[src/design/divide_select_sync_pkg.sv]
// shared constants and types for the channel divider and phase-sync control
package divide_select_sync_pkg;
	// ----------------------------------------
	// field widths
	// ----------------------------------------
	localparam int unsigned DIV_SEL_W = 5;
	localparam int unsigned MUX_W = 2;
	localparam int unsigned PWR_W = 6;
	localparam int unsigned RATIO_W = 8;
	localparam int unsigned FB_W = 3;
	// ----------------------------------------
	// divide select codes
	// ----------------------------------------
	localparam logic [DIV_SEL_W-1:0] DIV_SEL_LAST = 5'h0C;
	localparam logic [DIV_SEL_W-1:0] DIV_SEL_RESET = 5'h00;
	// ----------------------------------------
	// output source select encodings
	// ----------------------------------------
	localparam logic [MUX_W-1:0] SRC_DIVIDE_SELECT = 2'h0;
	localparam logic [MUX_W-1:0] SRC_VCO = 2'h1;
	localparam logic [MUX_W-1:0] SRC_SYSREF = 2'h2;
	localparam logic [MUX_W-1:0] SRC_RESET = 2'h1;
	// ----------------------------------------
	// included feedback divide values and special ratios
	// ----------------------------------------
	localparam logic [FB_W-1:0] FB_ONE = 3'h1;
	localparam logic [FB_W-1:0] FB_FOUR = 3'h4;
	localparam logic [FB_W-1:0] FB_SIX = 3'h6;
	localparam logic [RATIO_W-1:0] RATIO_24 = 8'h18;
	localparam logic [RATIO_W-1:0] RATIO_192 = 8'hC0;
	// ----------------------------------------
	// host-side limits and timing
	// ----------------------------------------
	localparam logic [PWR_W-1:0] PWR_MAX_MID = 6'h1F;
	localparam logic [PWR_W-1:0] PWR_MAX_HIGH = 6'h14;
	localparam logic [PWR_W-1:0] PWR_RESET = 6'h0F;
	localparam int unsigned CLK_PERIOD_NS = 50;
	localparam int unsigned SYNC_PULSE_NS = 100;
	localparam int unsigned SYNC_PULSE_CYC =
		(SYNC_PULSE_NS + CLK_PERIOD_NS - 1) / CLK_PERIOD_NS;
	// per-stage factors of one divide select code
	typedef struct packed
	{
		logic [1:0] f1;
		logic [1:0] f2;
		logic [3:0] f3;
		logic [2:0] f4;
	} stage_factors_s;
endpackage : divide_select_sync_pkg

[src/design/divide_select_sync_if.sv]
// link between host controller and divider/phase-sync control
interface divide_select_sync_if;
	logic [4:0] divide_select; // channel divide code
	logic [1:0] output_a_source_select; // output a source
	logic [1:0] output_b_source_select; // output b source
	logic [5:0] output_a_power_level; // output a power
	logic [5:0] output_b_power_level; // output b power
	logic output_a_disable; // output a off
	logic output_b_disable; // output b off
	logic chip_enable; // chip enable pin, high = run
	logic power_off; // software power-down bit
	logic freq_calibration_trigger; // pulse: one cycle, set after power-down exit
	logic phase_align_mode; // phase-align enable bit
	logic align_pin_disregard; // ignore the align pin
	logic align_pin; // align request pin
	logic powered_down; // device in power-down
	logic calibrating; // calibration in progress
	logic phase_aligned; // deterministic phase reached
	modport device (
		input divide_select, output_a_source_select, output_b_source_select,
		input output_a_power_level, output_b_power_level, output_a_disable,
		input output_b_disable, chip_enable, power_off, freq_calibration_trigger,
		input phase_align_mode, align_pin_disregard, align_pin,
		output powered_down, calibrating, phase_aligned
	);
	modport host (
		output divide_select, output_a_source_select, output_b_source_select,
		output output_a_power_level, output_b_power_level, output_a_disable,
		output output_b_disable, chip_enable, power_off, freq_calibration_trigger,
		output phase_align_mode, align_pin_disregard, align_pin,
		input powered_down, calibrating, phase_aligned
	);
endinterface : divide_select_sync_if

[src/design/divide_select_sync_device.sv]
// device end: channel divider decode, power gating and phase-sync control
module divide_select_sync_device (
	input wire logic mclk,
	input wire logic rst,
	input wire logic reference_input,
	input wire logic cal_done,
	input wire logic settle_done,
	input wire logic fractional_mode,
	input wire logic modulator_wait_done,
	divide_select_sync_if.device link,
	output logic [1:0] stage_one_factor,
	output logic [1:0] stage_two_factor,
	output logic [3:0] stage_three_factor,
	output logic [2:0] stage_four_factor,
	output logic [7:0] divide_ratio,
	output logic divider_powered,
	output logic [2:0] feedback_extra_factor,
	output logic [5:0] output_a_level,
	output logic [5:0] output_b_level,
	output logic divide_select_out,
	output logic sync_reclocked
);
	// ----------------------------------------
	// decode helpers
	// ----------------------------------------
	// code to stage factors
	function automatic divide_select_sync_pkg::stage_factors_s decode_sel(input logic [4:0] sel);
		divide_select_sync_pkg::stage_factors_s s;
		s.f1 = 2'h2; // first stage always 2
		s.f2 = sel[0] ? 2'h2 : 2'h3;
		if (sel == 5'h00)
		begin
			s.f2 = 2'h1;
		end
		s.f3 = 4'h1;
		s.f4 = 3'h1;
		if (sel >= 5'h03 && sel <= 5'h04)
			s.f3 = 4'h2;
		else if (sel >= 5'h05 && sel <= 5'h06)
			s.f3 = 4'h4;
		else if (sel >= 5'h07)
			s.f3 = 4'h8;
		if (sel >= 5'h09 && sel <= 5'h0A)
			s.f4 = 3'h2;
		else if (sel >= 5'h0B)
			s.f4 = 3'h4;
		if (sel == 5'h01)
			s.f2 = 2'h2;
		if (sel == 5'h02)
			s.f2 = 2'h3;
		if (sel >= 5'h03)
			s.f2 = sel[0] ? 2'h2 : 2'h3;
		return s;
	endfunction
	// product of factors
	function automatic logic [7:0] ratio_of(input divide_select_sync_pkg::stage_factors_s s);
		logic [9:0] p;
		p = 10'(s.f1) * 10'(s.f2) * 10'(s.f3) * 10'(s.f4); // ratio is product
		return p[7:0];
	endfunction
	// true when a source select uses the divider
	function automatic logic uses_div(input logic [1:0] src, input logic allow_sysref);
		return (src == divide_select_sync_pkg::SRC_DIVIDE_SELECT) ||
			(allow_sysref && src == divide_select_sync_pkg::SRC_SYSREF);
	endfunction

	divide_select_sync_pkg::stage_factors_s fac; // decoded factors
	logic [7:0] ratio; // decoded ratio
	logic pwr_d; // next divider power
	logic pd_d; // next power-down
	logic [7:0] cnt_q; // divider counter
	logic ref_q; // previous reference level
	logic ref_rise; // reference rising edge
	logic pin_q; // previous align pin
	logic mode_q; // previous mode bit
	logic req_q; // pending align request
	logic waiting_q; // waiting for settle

	always_comb
	begin
		fac = decode_sel(link.divide_select);
		ratio = ratio_of(fac);
		// divider power from sources only, not output disables
		pwr_d = uses_div(link.output_a_source_select, 1'b0) ||
			uses_div(link.output_b_source_select, 1'b1);
		pd_d = !link.chip_enable || link.power_off;
		ref_rise = reference_input && !ref_q;
	end

	// ----------------------------------------
	// registered decode outputs
	// ----------------------------------------
	// factors, ratio and divider power
	always_ff @(posedge mclk)
	begin
		if (rst)
		begin
			stage_one_factor <= 2'h2;
			stage_two_factor <= 2'h1;
			stage_three_factor <= 4'h1;
			stage_four_factor <= 3'h1;
			divide_ratio <= 8'h02;
			divider_powered <= 1'b0;
		end
		else
		begin
			stage_one_factor <= fac.f1; // four segments
			stage_two_factor <= fac.f2;
			stage_three_factor <= fac.f3;
			stage_four_factor <= fac.f4;
			divide_ratio <= ratio;
			divider_powered <= pwr_d && !pd_d;
		end
	end

	// feedback extra factor in phase-align mode
	always_ff @(posedge mclk)
	begin
		if (rst)
			feedback_extra_factor <= divide_select_sync_pkg::FB_ONE;
		else if (!link.phase_align_mode)
			feedback_extra_factor <= divide_select_sync_pkg::FB_ONE;
		else if (link.output_a_source_select == divide_select_sync_pkg::SRC_VCO &&
			link.output_b_source_select == divide_select_sync_pkg::SRC_VCO)
			feedback_extra_factor <= divide_select_sync_pkg::FB_ONE;
		else if ((ratio % 8'h03) == 8'h00 && ratio != divide_select_sync_pkg::RATIO_24 &&
			ratio != divide_select_sync_pkg::RATIO_192)
			feedback_extra_factor <= divide_select_sync_pkg::FB_SIX;
		else
			feedback_extra_factor <= divide_select_sync_pkg::FB_FOUR;
	end

	// output levels follow immediately, no lock impact
	always_ff @(posedge mclk)
	begin
		if (rst)
		begin
			output_a_level <= 6'h00;
			output_b_level <= 6'h00;
		end
		else
		begin
			output_a_level <= link.output_a_disable ? 6'h00 : link.output_a_power_level;
			output_b_level <= link.output_b_disable ? 6'h00 : link.output_b_power_level;
		end
	end

	// ----------------------------------------
	// divider counter
	// ----------------------------------------
	// held in reset while unpowered
	always_ff @(posedge mclk)
	begin
		if (rst || !divider_powered)
		begin
			cnt_q <= 8'h00;
			divide_select_out <= 1'b0;
		end
		else if (cnt_q >= (divide_ratio >> 1) - 8'h01)
		begin
			cnt_q <= 8'h00;
			divide_select_out <= !divide_select_out;
		end
		else
			cnt_q <= cnt_q + 8'h01;
	end

	// ----------------------------------------
	// power-down and calibration
	// ----------------------------------------
	// power-down state and calibration flag
	always_ff @(posedge mclk)
	begin
		if (rst)
		begin
			link.powered_down <= 1'b0;
			link.calibrating <= 1'b0;
		end
		else
		begin
			link.powered_down <= pd_d;
			if (pd_d)
				link.calibrating <= 1'b0;
			else if (link.freq_calibration_trigger)
				link.calibrating <= 1'b1;
			else if (cal_done)
				link.calibrating <= 1'b0;
		end
	end

	// ----------------------------------------
	// phase synchronisation
	// ----------------------------------------
	// edge history
	always_ff @(posedge mclk)
	begin
		if (rst)
		begin
			ref_q <= 1'b0;
			pin_q <= 1'b0;
			mode_q <= 1'b0;
		end
		else
		begin
			ref_q <= reference_input;
			pin_q <= link.align_pin;
			mode_q <= link.phase_align_mode;
		end
	end

	// request capture and reclock to reference edge
	always_ff @(posedge mclk)
	begin
		if (rst || link.powered_down)
		begin
			req_q <= 1'b0;
			sync_reclocked <= 1'b0;
		end
		else
		begin
			sync_reclocked <= 1'b0;
			if (req_q && ref_rise)
			begin
				req_q <= 1'b0;
				sync_reclocked <= 1'b1;
			end
			// pin edge, one request each mode bit rising edge
			if ((link.align_pin && !pin_q && !link.align_pin_disregard &&
				link.phase_align_mode) || (link.phase_align_mode && !mode_q))
				req_q <= 1'b1;
		end
	end

	// phase aligned after calibration, settle and modulator wait
	always_ff @(posedge mclk)
	begin
		if (rst || link.powered_down || !link.phase_align_mode)
		begin
			waiting_q <= 1'b0;
			link.phase_aligned <= 1'b0;
		end
		else if (sync_reclocked)
		begin
			waiting_q <= 1'b1;
			link.phase_aligned <= 1'b0;
		end
		else if (waiting_q && !link.calibrating && cal_done && settle_done &&
			(!fractional_mode || modulator_wait_done))
		begin
			waiting_q <= 1'b0;
			link.phase_aligned <= 1'b1;
		end
	end
endmodule : divide_select_sync_device

[src/flat_wrapper.sv]
// flat-port wrapper written by rule: the top's interface ports become plain ports
module divide_select_sync_device_flat 
  (mclk, rst, reference_input, cal_done, settle_done, fractional_mode, modulator_wait_done, stage_one_factor, stage_two_factor, stage_three_factor, stage_four_factor, divide_ratio, divider_powered, feedback_extra_factor, output_a_level, output_b_level, divide_select_out, sync_reclocked, link_divide_select, link_output_a_source_select, link_output_b_source_select, link_output_a_power_level, link_output_b_power_level, link_output_a_disable, link_output_b_disable, link_chip_enable, link_power_off, link_freq_calibration_trigger, link_phase_align_mode, link_align_pin_disregard, link_align_pin, link_powered_down, link_calibrating, link_phase_aligned);
  divide_select_sync_if link_i ();
  input wire logic mclk;
  input wire logic rst;
  input wire logic reference_input;
  input wire logic cal_done;
  input wire logic settle_done;
  input wire logic fractional_mode;
  input wire logic modulator_wait_done;
  output logic [1:0] stage_one_factor;
  output logic [1:0] stage_two_factor;
  output logic [3:0] stage_three_factor;
  output logic [2:0] stage_four_factor;
  output logic [7:0] divide_ratio;
  output logic divider_powered;
  output logic [2:0] feedback_extra_factor;
  output logic [5:0] output_a_level;
  output logic [5:0] output_b_level;
  output logic divide_select_out;
  output logic sync_reclocked;
  input wire logic [$bits(link_i.divide_select)-1:0] link_divide_select;
  input wire logic [$bits(link_i.output_a_source_select)-1:0] link_output_a_source_select;
  input wire logic [$bits(link_i.output_b_source_select)-1:0] link_output_b_source_select;
  input wire logic [$bits(link_i.output_a_power_level)-1:0] link_output_a_power_level;
  input wire logic [$bits(link_i.output_b_power_level)-1:0] link_output_b_power_level;
  input wire logic [$bits(link_i.output_a_disable)-1:0] link_output_a_disable;
  input wire logic [$bits(link_i.output_b_disable)-1:0] link_output_b_disable;
  input wire logic [$bits(link_i.chip_enable)-1:0] link_chip_enable;
  input wire logic [$bits(link_i.power_off)-1:0] link_power_off;
  input wire logic [$bits(link_i.freq_calibration_trigger)-1:0] link_freq_calibration_trigger;
  input wire logic [$bits(link_i.phase_align_mode)-1:0] link_phase_align_mode;
  input wire logic [$bits(link_i.align_pin_disregard)-1:0] link_align_pin_disregard;
  input wire logic [$bits(link_i.align_pin)-1:0] link_align_pin;
  output wire logic [$bits(link_i.powered_down)-1:0] link_powered_down;
  output wire logic [$bits(link_i.calibrating)-1:0] link_calibrating;
  output wire logic [$bits(link_i.phase_aligned)-1:0] link_phase_aligned;
  assign link_i.divide_select = link_divide_select;
  assign link_i.output_a_source_select = link_output_a_source_select;
  assign link_i.output_b_source_select = link_output_b_source_select;
  assign link_i.output_a_power_level = link_output_a_power_level;
  assign link_i.output_b_power_level = link_output_b_power_level;
  assign link_i.output_a_disable = link_output_a_disable;
  assign link_i.output_b_disable = link_output_b_disable;
  assign link_i.chip_enable = link_chip_enable;
  assign link_i.power_off = link_power_off;
  assign link_i.freq_calibration_trigger = link_freq_calibration_trigger;
  assign link_i.phase_align_mode = link_phase_align_mode;
  assign link_i.align_pin_disregard = link_align_pin_disregard;
  assign link_i.align_pin = link_align_pin;
  assign link_powered_down = link_i.powered_down;
  assign link_calibrating = link_i.calibrating;
  assign link_phase_aligned = link_i.phase_aligned;
  divide_select_sync_device u_core (.mclk(mclk), .rst(rst), .reference_input(reference_input), .cal_done(cal_done), .settle_done(settle_done), .fractional_mode(fractional_mode), .modulator_wait_done(modulator_wait_done), .link(link_i), .stage_one_factor(stage_one_factor), .stage_two_factor(stage_two_factor), .stage_three_factor(stage_three_factor), .stage_four_factor(stage_four_factor), .divide_ratio(divide_ratio), .divider_powered(divider_powered), .feedback_extra_factor(feedback_extra_factor), .output_a_level(output_a_level), .output_b_level(output_b_level), .divide_select_out(divide_select_out), .sync_reclocked(sync_reclocked));
endmodule
[config.mk]
export PLATFORM = sky130hd
export DESIGN_NAME = divide_select_sync_device_flat
export DESIGN_NICKNAME = d
export VERILOG_FILES = /design/src/design/divide_select_sync_pkg.sv /design/src/design/divide_select_sync_if.sv /design/src/design/divide_select_sync_device.sv /design/src/flat_wrapper.sv
export SDC_FILE = /design/constraint.sdc
export NUM_CORES = 1
export LEC_CHECK = 0
export ABC_AREA = 1
export BUFFER_PORTS_ARGS = -buffer_cell sky130_fd_sc_hd__buf_2
export CORE_MARGIN = 2
export CORE_UTILIZATION = 57
export CTS_CLUSTER_SIZE = 24
export DETAILED_ROUTE_END_ITERATION = 12
export GPL_TIMING_DRIVEN = 0
export PLACE_DENSITY = 0.85
export REMOVE_ABC_BUFFERS = 1
export SLEW_MARGIN = 10
export SYNTH_ARGS = -nofsm -noshare
export SYNTH_HDL_FRONTEND = slang
export SYNTH_SLANG_ARGS = --single-unit
[constraint.sdc]
create_clock -name mclk -period 8.5 [get_ports mclk]
set_input_delay 0 -clock mclk [delete_from_list [all_inputs] [get_ports mclk]]
set_output_delay 0 -clock mclk [all_outputs]
set_load 0.03 [all_outputs]
---- Yosys cells after proc, flatten, opt, wreduce, memory -nomap -nowiden ----
Index checks and enable logic that the tools add are counted.
Widths: inputs -> output; s select.
operators by class
  equality and inequality tests ........... 7
  multiply operators ...................... 2
  mux-type cells .......................... 18
  $add $sub $neg .......................... 2
  magnitude comparators ................... 9
  reductions and logical operators ........ 49
  div/mod/pow operators ................... 1
  bitwise gates (word level) .............. 1
operators by type and width
  operator             number
  $logic_and 1x1->1    17
  $mux 4               3
  $logic_not 1->1      11
  $ge 5x3->1 const B   2
  $ge 5x4->1 const B   2
  $le 5x3->1 const B   2
  $mux 2               5
  $reduce_or 2->1      5
  $add 8x1->8 const B  1
  $ge 8x8->1           1
  $logic_not 8->1      1
  $logic_or 1x1->1     8
  $mod 8x2->8 const B  1
  $mux 1               8
  $sub 7x1->8 const B  1
  $mul 7x3->7          1
  $ne 7x4->1 const B   1
  $ne 7x7->1 const B   1
  $mul 2x4->6          1
  $mux 3               2
  $reduce_bool 2->1    3
  $eq 5x1->1 const B   1
  $eq 5x2->1 const B   1
  $ge 5x2->1 const B   1
  7 further kinds      9
word-level totals
  bits of input ports ..................... 36
  output and inout bits ................... 40
  register bits ........................... 51

---- Depth between registers and ports, before layout ----
  word-level depth ........................ 12
  depth in mapped cells ................... 44
  depth with buffers taken out ............ 44

---- Worst setup path after synthesis ----
Ideal clock, no wire load.
  path type ............................... in2reg
  start point ............................. input port link_divide_select[3]
  end point ............................... register u_core.feedback_extra_factor[1]
  library setup time ...................... 0.112 ns
  path slack .............................. 3.589 ns
  cell stages on the path ................. 38
  data required time ...................... 8.388 ns
  path buffers ............................ 0
  arrival ................................. 4.800 ns
  path through ............................ nor2_2 -> inv_1 -> nor2_1 -> inv_1 -> nor3_1 -> inv_1 -> nor2_1 -> inv_1 -> fa_1 -> xnor2_1 -> nand2_1 -> fa_1 -> inv_1 -> ha_1 -> a21oi_1 -> nand2_1 -> nand2_1 -> nand2_2 -> [... 2 more ...] -> nand3_1 -> nand2_1 -> nand3_2 -> nand2_1 -> inv_1 -> nand3_1 -> nand3_2 -> nand2_4 -> nand2_1 -> inv_2 -> ha_1 -> inv_1 -> nand4_1 -> and2_1 -> ha_1 -> o211a_1 -> nand3_1 -> nor2_2
between the ends
  cells in the longest elaborated chain, start to end .. 12
RTL lines
  what                                                                 line                              RTL
  start: declaration                                                   flat_wrapper.sv:23                input wire logic [$bits(link_i.divide_select)-1:0] link_divide_select;
  parallel branches: the longest is 6 deep, another holds $mul 2x4->6  --
  $mul 7x3->7 (*)                                                      divide_select_sync_device.sv:58   p = 10'(s.f1) * 10'(s.f2) * 10'(s.f3) * 10'(s.f4);
  $mod 8x2->8                                                          divide_select_sync_device.sv:126  else if ((ratio % 8'h03) == 8'h00 && ratio != divide_select_sync_pkg::RATIO_24 &&
  $logic_not 8->1                                                      divide_select_sync_device.sv:126
  $logic_and 1x1->1                                                    divide_select_sync_device.sv:126
  $logic_and 1x1->1 (*)                                                divide_select_sync_device.sv:126
  $mux 2 (*)                                                           divide_select_sync_device.sv:126
  end signal: assignment                                               divide_select_sync_device.sv:125  feedback_extra_factor <= divide_select_sync_pkg::FB_ONE;
  end signal: assignment                                               divide_select_sync_device.sv:128  feedback_extra_factor <= divide_select_sync_pkg::FB_SIX;
  end signal: assignment                                               divide_select_sync_device.sv:130  feedback_extra_factor <= divide_select_sync_pkg::FB_FOUR;
  end: declaration                                                     divide_select_sync_device.sv:17   output logic [2:0] feedback_extra_factor,
Every way passes the cells marked *.
A chain may end at the register's enable or synchronous reset.

---- Worst setup path after layout ----
  start point ............................. input port link_divide_select[0]
  end point ............................... register u_core.feedback_extra_factor[1]
between the ends
  cells in the longest elaborated chain, start to end .. 12
RTL lines
  what                                                                 line
  parallel branches: the longest is 6 deep, another holds $mul 2x4->6  --
  $mul 7x3->7 (*)                                                      divide_select_sync_device.sv:58
  $mod 8x2->8                                                          divide_select_sync_device.sv:126
  $logic_not 8->1                                                      divide_select_sync_device.sv:126
  $logic_and 1x1->1                                                    divide_select_sync_device.sv:126
  $logic_and 1x1->1 (*)                                                divide_select_sync_device.sv:126
  $mux 2 (*)                                                           divide_select_sync_device.sv:126
Marks and branches as above.

==> flow_metrics.env <==
export IMPL_status="completed"
export IMPL_ant_nets=0
export IMPL_area_growth_synth_to_final_pct=26.42
export IMPL_antenna_found_initial=0
export IMPL_drt_wl_total_mm=7.336
export IMPL_synth_top_area_cell="dfxtp_1"
export IMPL_yosys_area_top_type_share_pct=34.77
export IMPL_setup_viol=0
export IMPL_clockBufferDepth=2
export IMPL_die_area_sq_um=5636
export IMPL_syn_area_sq_um=2879
export IMPL_cts_sinks=50
export IMPL_num_fill_cells=322
export IMPL_ys_top_cells_by_area="dfxtp_1 (35%), inv_1 (9.8%), ha_1 (8.7%), nor2_1 (7.6%), nand2_1 (6.9%)"
export IMPL_place_congestion=0.8577
export IMPL_start_util_pct=60.16
export IMPL_vias_per_cell=5.000
export IMPL_wl_per_cell_um=13.46
export IMPL_first_iter_violations=123
export IMPL_fin_crit_ps=5820
export IMPL_num_io_pins=76
export IMPL_die_width_um=75.07
export IMPL_htreeDepth=2
export IMPL_path_clk_slew_ps=90
export IMPL_remaining_drc_errors=0
export IMPL_drive_gt1_share_pct=23.85
export IMPL_cpMostUsedCell="inv_1"
export IMPL_crit_slowest_cell="fa_1"
export IMPL_numCtsBuffers=5
export IMPL_crit_fanout=7
export IMPL_post_cts_buffers=0
export IMPL_worstHoldEndpoint="u_core.output_a_level[3]$_SDFF_PP0_"
export IMPL_ys_seq_elements=50
export IMPL_post_route_period_util_pct=68.47
export IMPL_path_class="in2reg"
export IMPL_multi_input_area_sq_um=1559
export IMPL_irDropWorstVdd_mv=0.07595
export IMPL_synth_edf_count=0
export IMPL_first_global_vias=2771
export IMPL_core_area_sq_um=4786
export IMPL_die_h_um=75.07
export IMPL_cts_root_buf="clkbuf_8"
export IMPL_crit_arrival_ps=6030
export IMPL_powerDensity_nw_per_um2=160.4
export IMPL_finalSetupTns_ps=0
export IMPL_crit_path_start_kind="primary input"
export IMPL_place_inst=512
export IMPL_numPortBuffers=72
export IMPL_final_cell_count_no_fill=545
export IMPL_ys_flop_type="dfxtp_1"
export IMPL_syn_avg_cell_area_sq_um=7.637
export IMPL_regArea_sq_um=1001
export IMPL_dr_pass1_iters=4
export IMPL_slowest_delay_ps=550
export IMPL_ys_seq_area_share_pct=34.77
export IMPL_grt_max_degree=19
export IMPL_clock_skew_ps=9.736
export IMPL_clock_fmax_mhz=171.8
export IMPL_hold_start="link_output_a_disable"
export IMPL_cellLeakagePower_nw=1.957
export IMPL_std_cell_rows=25
export IMPL_ys_async_sr_fraction_pct=0
export IMPL_hold_viol=0
export IMPL_netlist_instances=377
export IMPL_cp_data_required_time_ps=8720
export IMPL_n_antenna_cell=0
export IMPL_slew_violations=0
export IMPL_r2r_end="u_core.cnt_q[2]$_SDFF_PP0_"
export IMPL_hold_class="in2reg"
export IMPL_worstSkewPairLatency_ps=310
export IMPL_finalNetCount=540
export IMPL_dpl_hpwl_mm=4.802
export IMPL_grt_pass1_wl_mm=11.82
export IMPL_maxCapViolations=0
export IMPL_crit_path_end_kind="register"
export IMPL_track_usage_pct=27.86
export IMPL_r2r_slack_ps=5650
export IMPL_yosysWarnings=0
export IMPL_synth_distinct_cells=38
export IMPL_cts_resized=0
export IMPL_cts_tree="yes"
export IMPL_overflow=0
export IMPL_grt_setup_unrepaired="no"
export IMPL_num_vias=2725
export IMPL_rr_worst_depth=12
export IMPL_final_util_pct=76.05
export IMPL_hold_depth=3
export IMPL_holdBufCountCts=26
export IMPL_timing_rr_start="u_core.divide_ratio[1]$_SDFF_PP1_"
-- registers in the layout, summed over array words and instances, names as in the netlist --
signal and flops:
u_core.cnt_q 8, u_core.divide_ratio 7, u_core.output_a_level 6, u_core.output_b_level 6, u_core.stage_three_factor 4, u_core.feedback_extra_factor 3, u_core.stage_four_factor 3, u_core.stage_two_factor 2
u_core.divide_select_out 1, u_core.divider_powered 1, u_core.link.calibrating 1, u_core.link.phase_aligned 1, u_core.link.powered_down 1, u_core.mode_q 1, u_core.pin_q 1, u_core.ref_q 1
u_core.req_q 1, u_core.sync_reclocked 1, u_core.waiting_q 1
-- metrics by stage --
step	hold slack (ps)	power [mW]	setup slack [ps]	cell area, sq um
floorplan	66.69	0.3962	3589	2853
global placement	196.3	0.4301	3111	3297
detailed placement	202.9	0.4371	2840	3297
CTS	1.176	0.5792	2728	3640
global route	5.180	0.6201	2230	3640
finish	7.883	0.5837	2680	3640
-- per-layer routing --
layer | up-vias | share of wire (%) | GRT usage [%]
met1 | 1255 | 36 | 27.39
met3 | 39 | 3.8 | 5.756
met5 | - | 0 | 0
li1 | 1350 | - | -
met2 | 81 | 54 | 51.66
met4 | 0 | 6.2 | 19.25
-- layout by cell type, fill, tap and decap left out, drive strengths merged, types with 6 or more instances in the layout --
cell type / n
buf: 72
nand2: 70
xnor2: 6
a21oi: 8
nor2: 61
nand4: 6
inv: 78
dlygate4sd3: 26
ha: 20
nand3: 29
dfxtp: 50
fa: 6
o21a: 6
-- worst max-delay path: cells and delay by family --
| family | cells | cell delay, ps |
|---|---|---|
| simple gates | 20 | 2270 |
| fa+ha+maj | 5 | 1760 |
| xor+xnor | 1 | 270 |
| buf+inv | 10 | 1370 |
| compound gates | 2 | 350 |
-- worst max path at each step --
stage                     startpoint                                    endpoint  slack [ps]
2_1_floorplan  link_divide_select[3]  u_core.feedback_extra_factor[1]$_SDFF_PP0_        3590
3_3_place_gp   link_divide_select[3]  u_core.feedback_extra_factor[1]$_SDFF_PP0_        3110
3_5_place_dp   link_divide_select[3]  u_core.feedback_extra_factor[1]$_SDFF_PP0_        2840
4_1_cts        link_divide_select[0]  u_core.feedback_extra_factor[1]$_SDFF_PP0_        2730
5_1_grt        link_divide_select[0]  u_core.feedback_extra_factor[1]$_SDFF_PP0_        2230
6_report       link_divide_select[0]  u_core.feedback_extra_factor[1]$_SDFF_PP0_        2680
-- synthesized netlist by cell type (2+ instances only) --
cell type  number
inv_1          75
nor2_1         58
nand2_1        53
dfxtp_1        50
nand3_1        21
ha_1           20
nand2_2        11
a21oi_1         7
nand3_2         7
fa_1            6
nand2_4         6
nand4_1         6
o21a_1          6
nor3_1          5
xnor2_1         5
xor2_1          5
clkbuf_1        4
buf_4           3
o21ai_0         3
or2_2           3
and2_1          2
conb_1          2
inv_2           2
nor2_2          2
o2111ai_1       2
-- report_power, final --
| group | leakage (nW) | internal, mW | switching [mW] |
|---|---|---|---|
| Combinational | 1.50 | 0.0726 | 0.124 |
| Clock | 0.0444 | 0.0570 | 0.0795 |
| Sequential | 0.411 | 0.245 | 0.00551 |
| Total | 1.96 | 0.374 | 0.209 |
-- kinds of logic after synthesis --
family / share of synthesized area (%)
AND/OR/NAND/NOR: 30.51
buffers and inverters: 11.47
flip-flops: 34.77
adder cells (fa/ha/maj): 12.86
AO/OA/AOI/OAI: 6.128
XOR/XNOR: 3.998
other: 0.2609
-- layout make-up --
cell class                 instances  area share (%)
clock buffer                       5           1.891
clock inverter                     2          0.3781
inverter                          78           8.044
multi-input combinational        245           42.83
sequential                        50           27.50
tap                               67           2.303
timing repair buffer              98           17.05
Power figures use the tool's default switching activity.
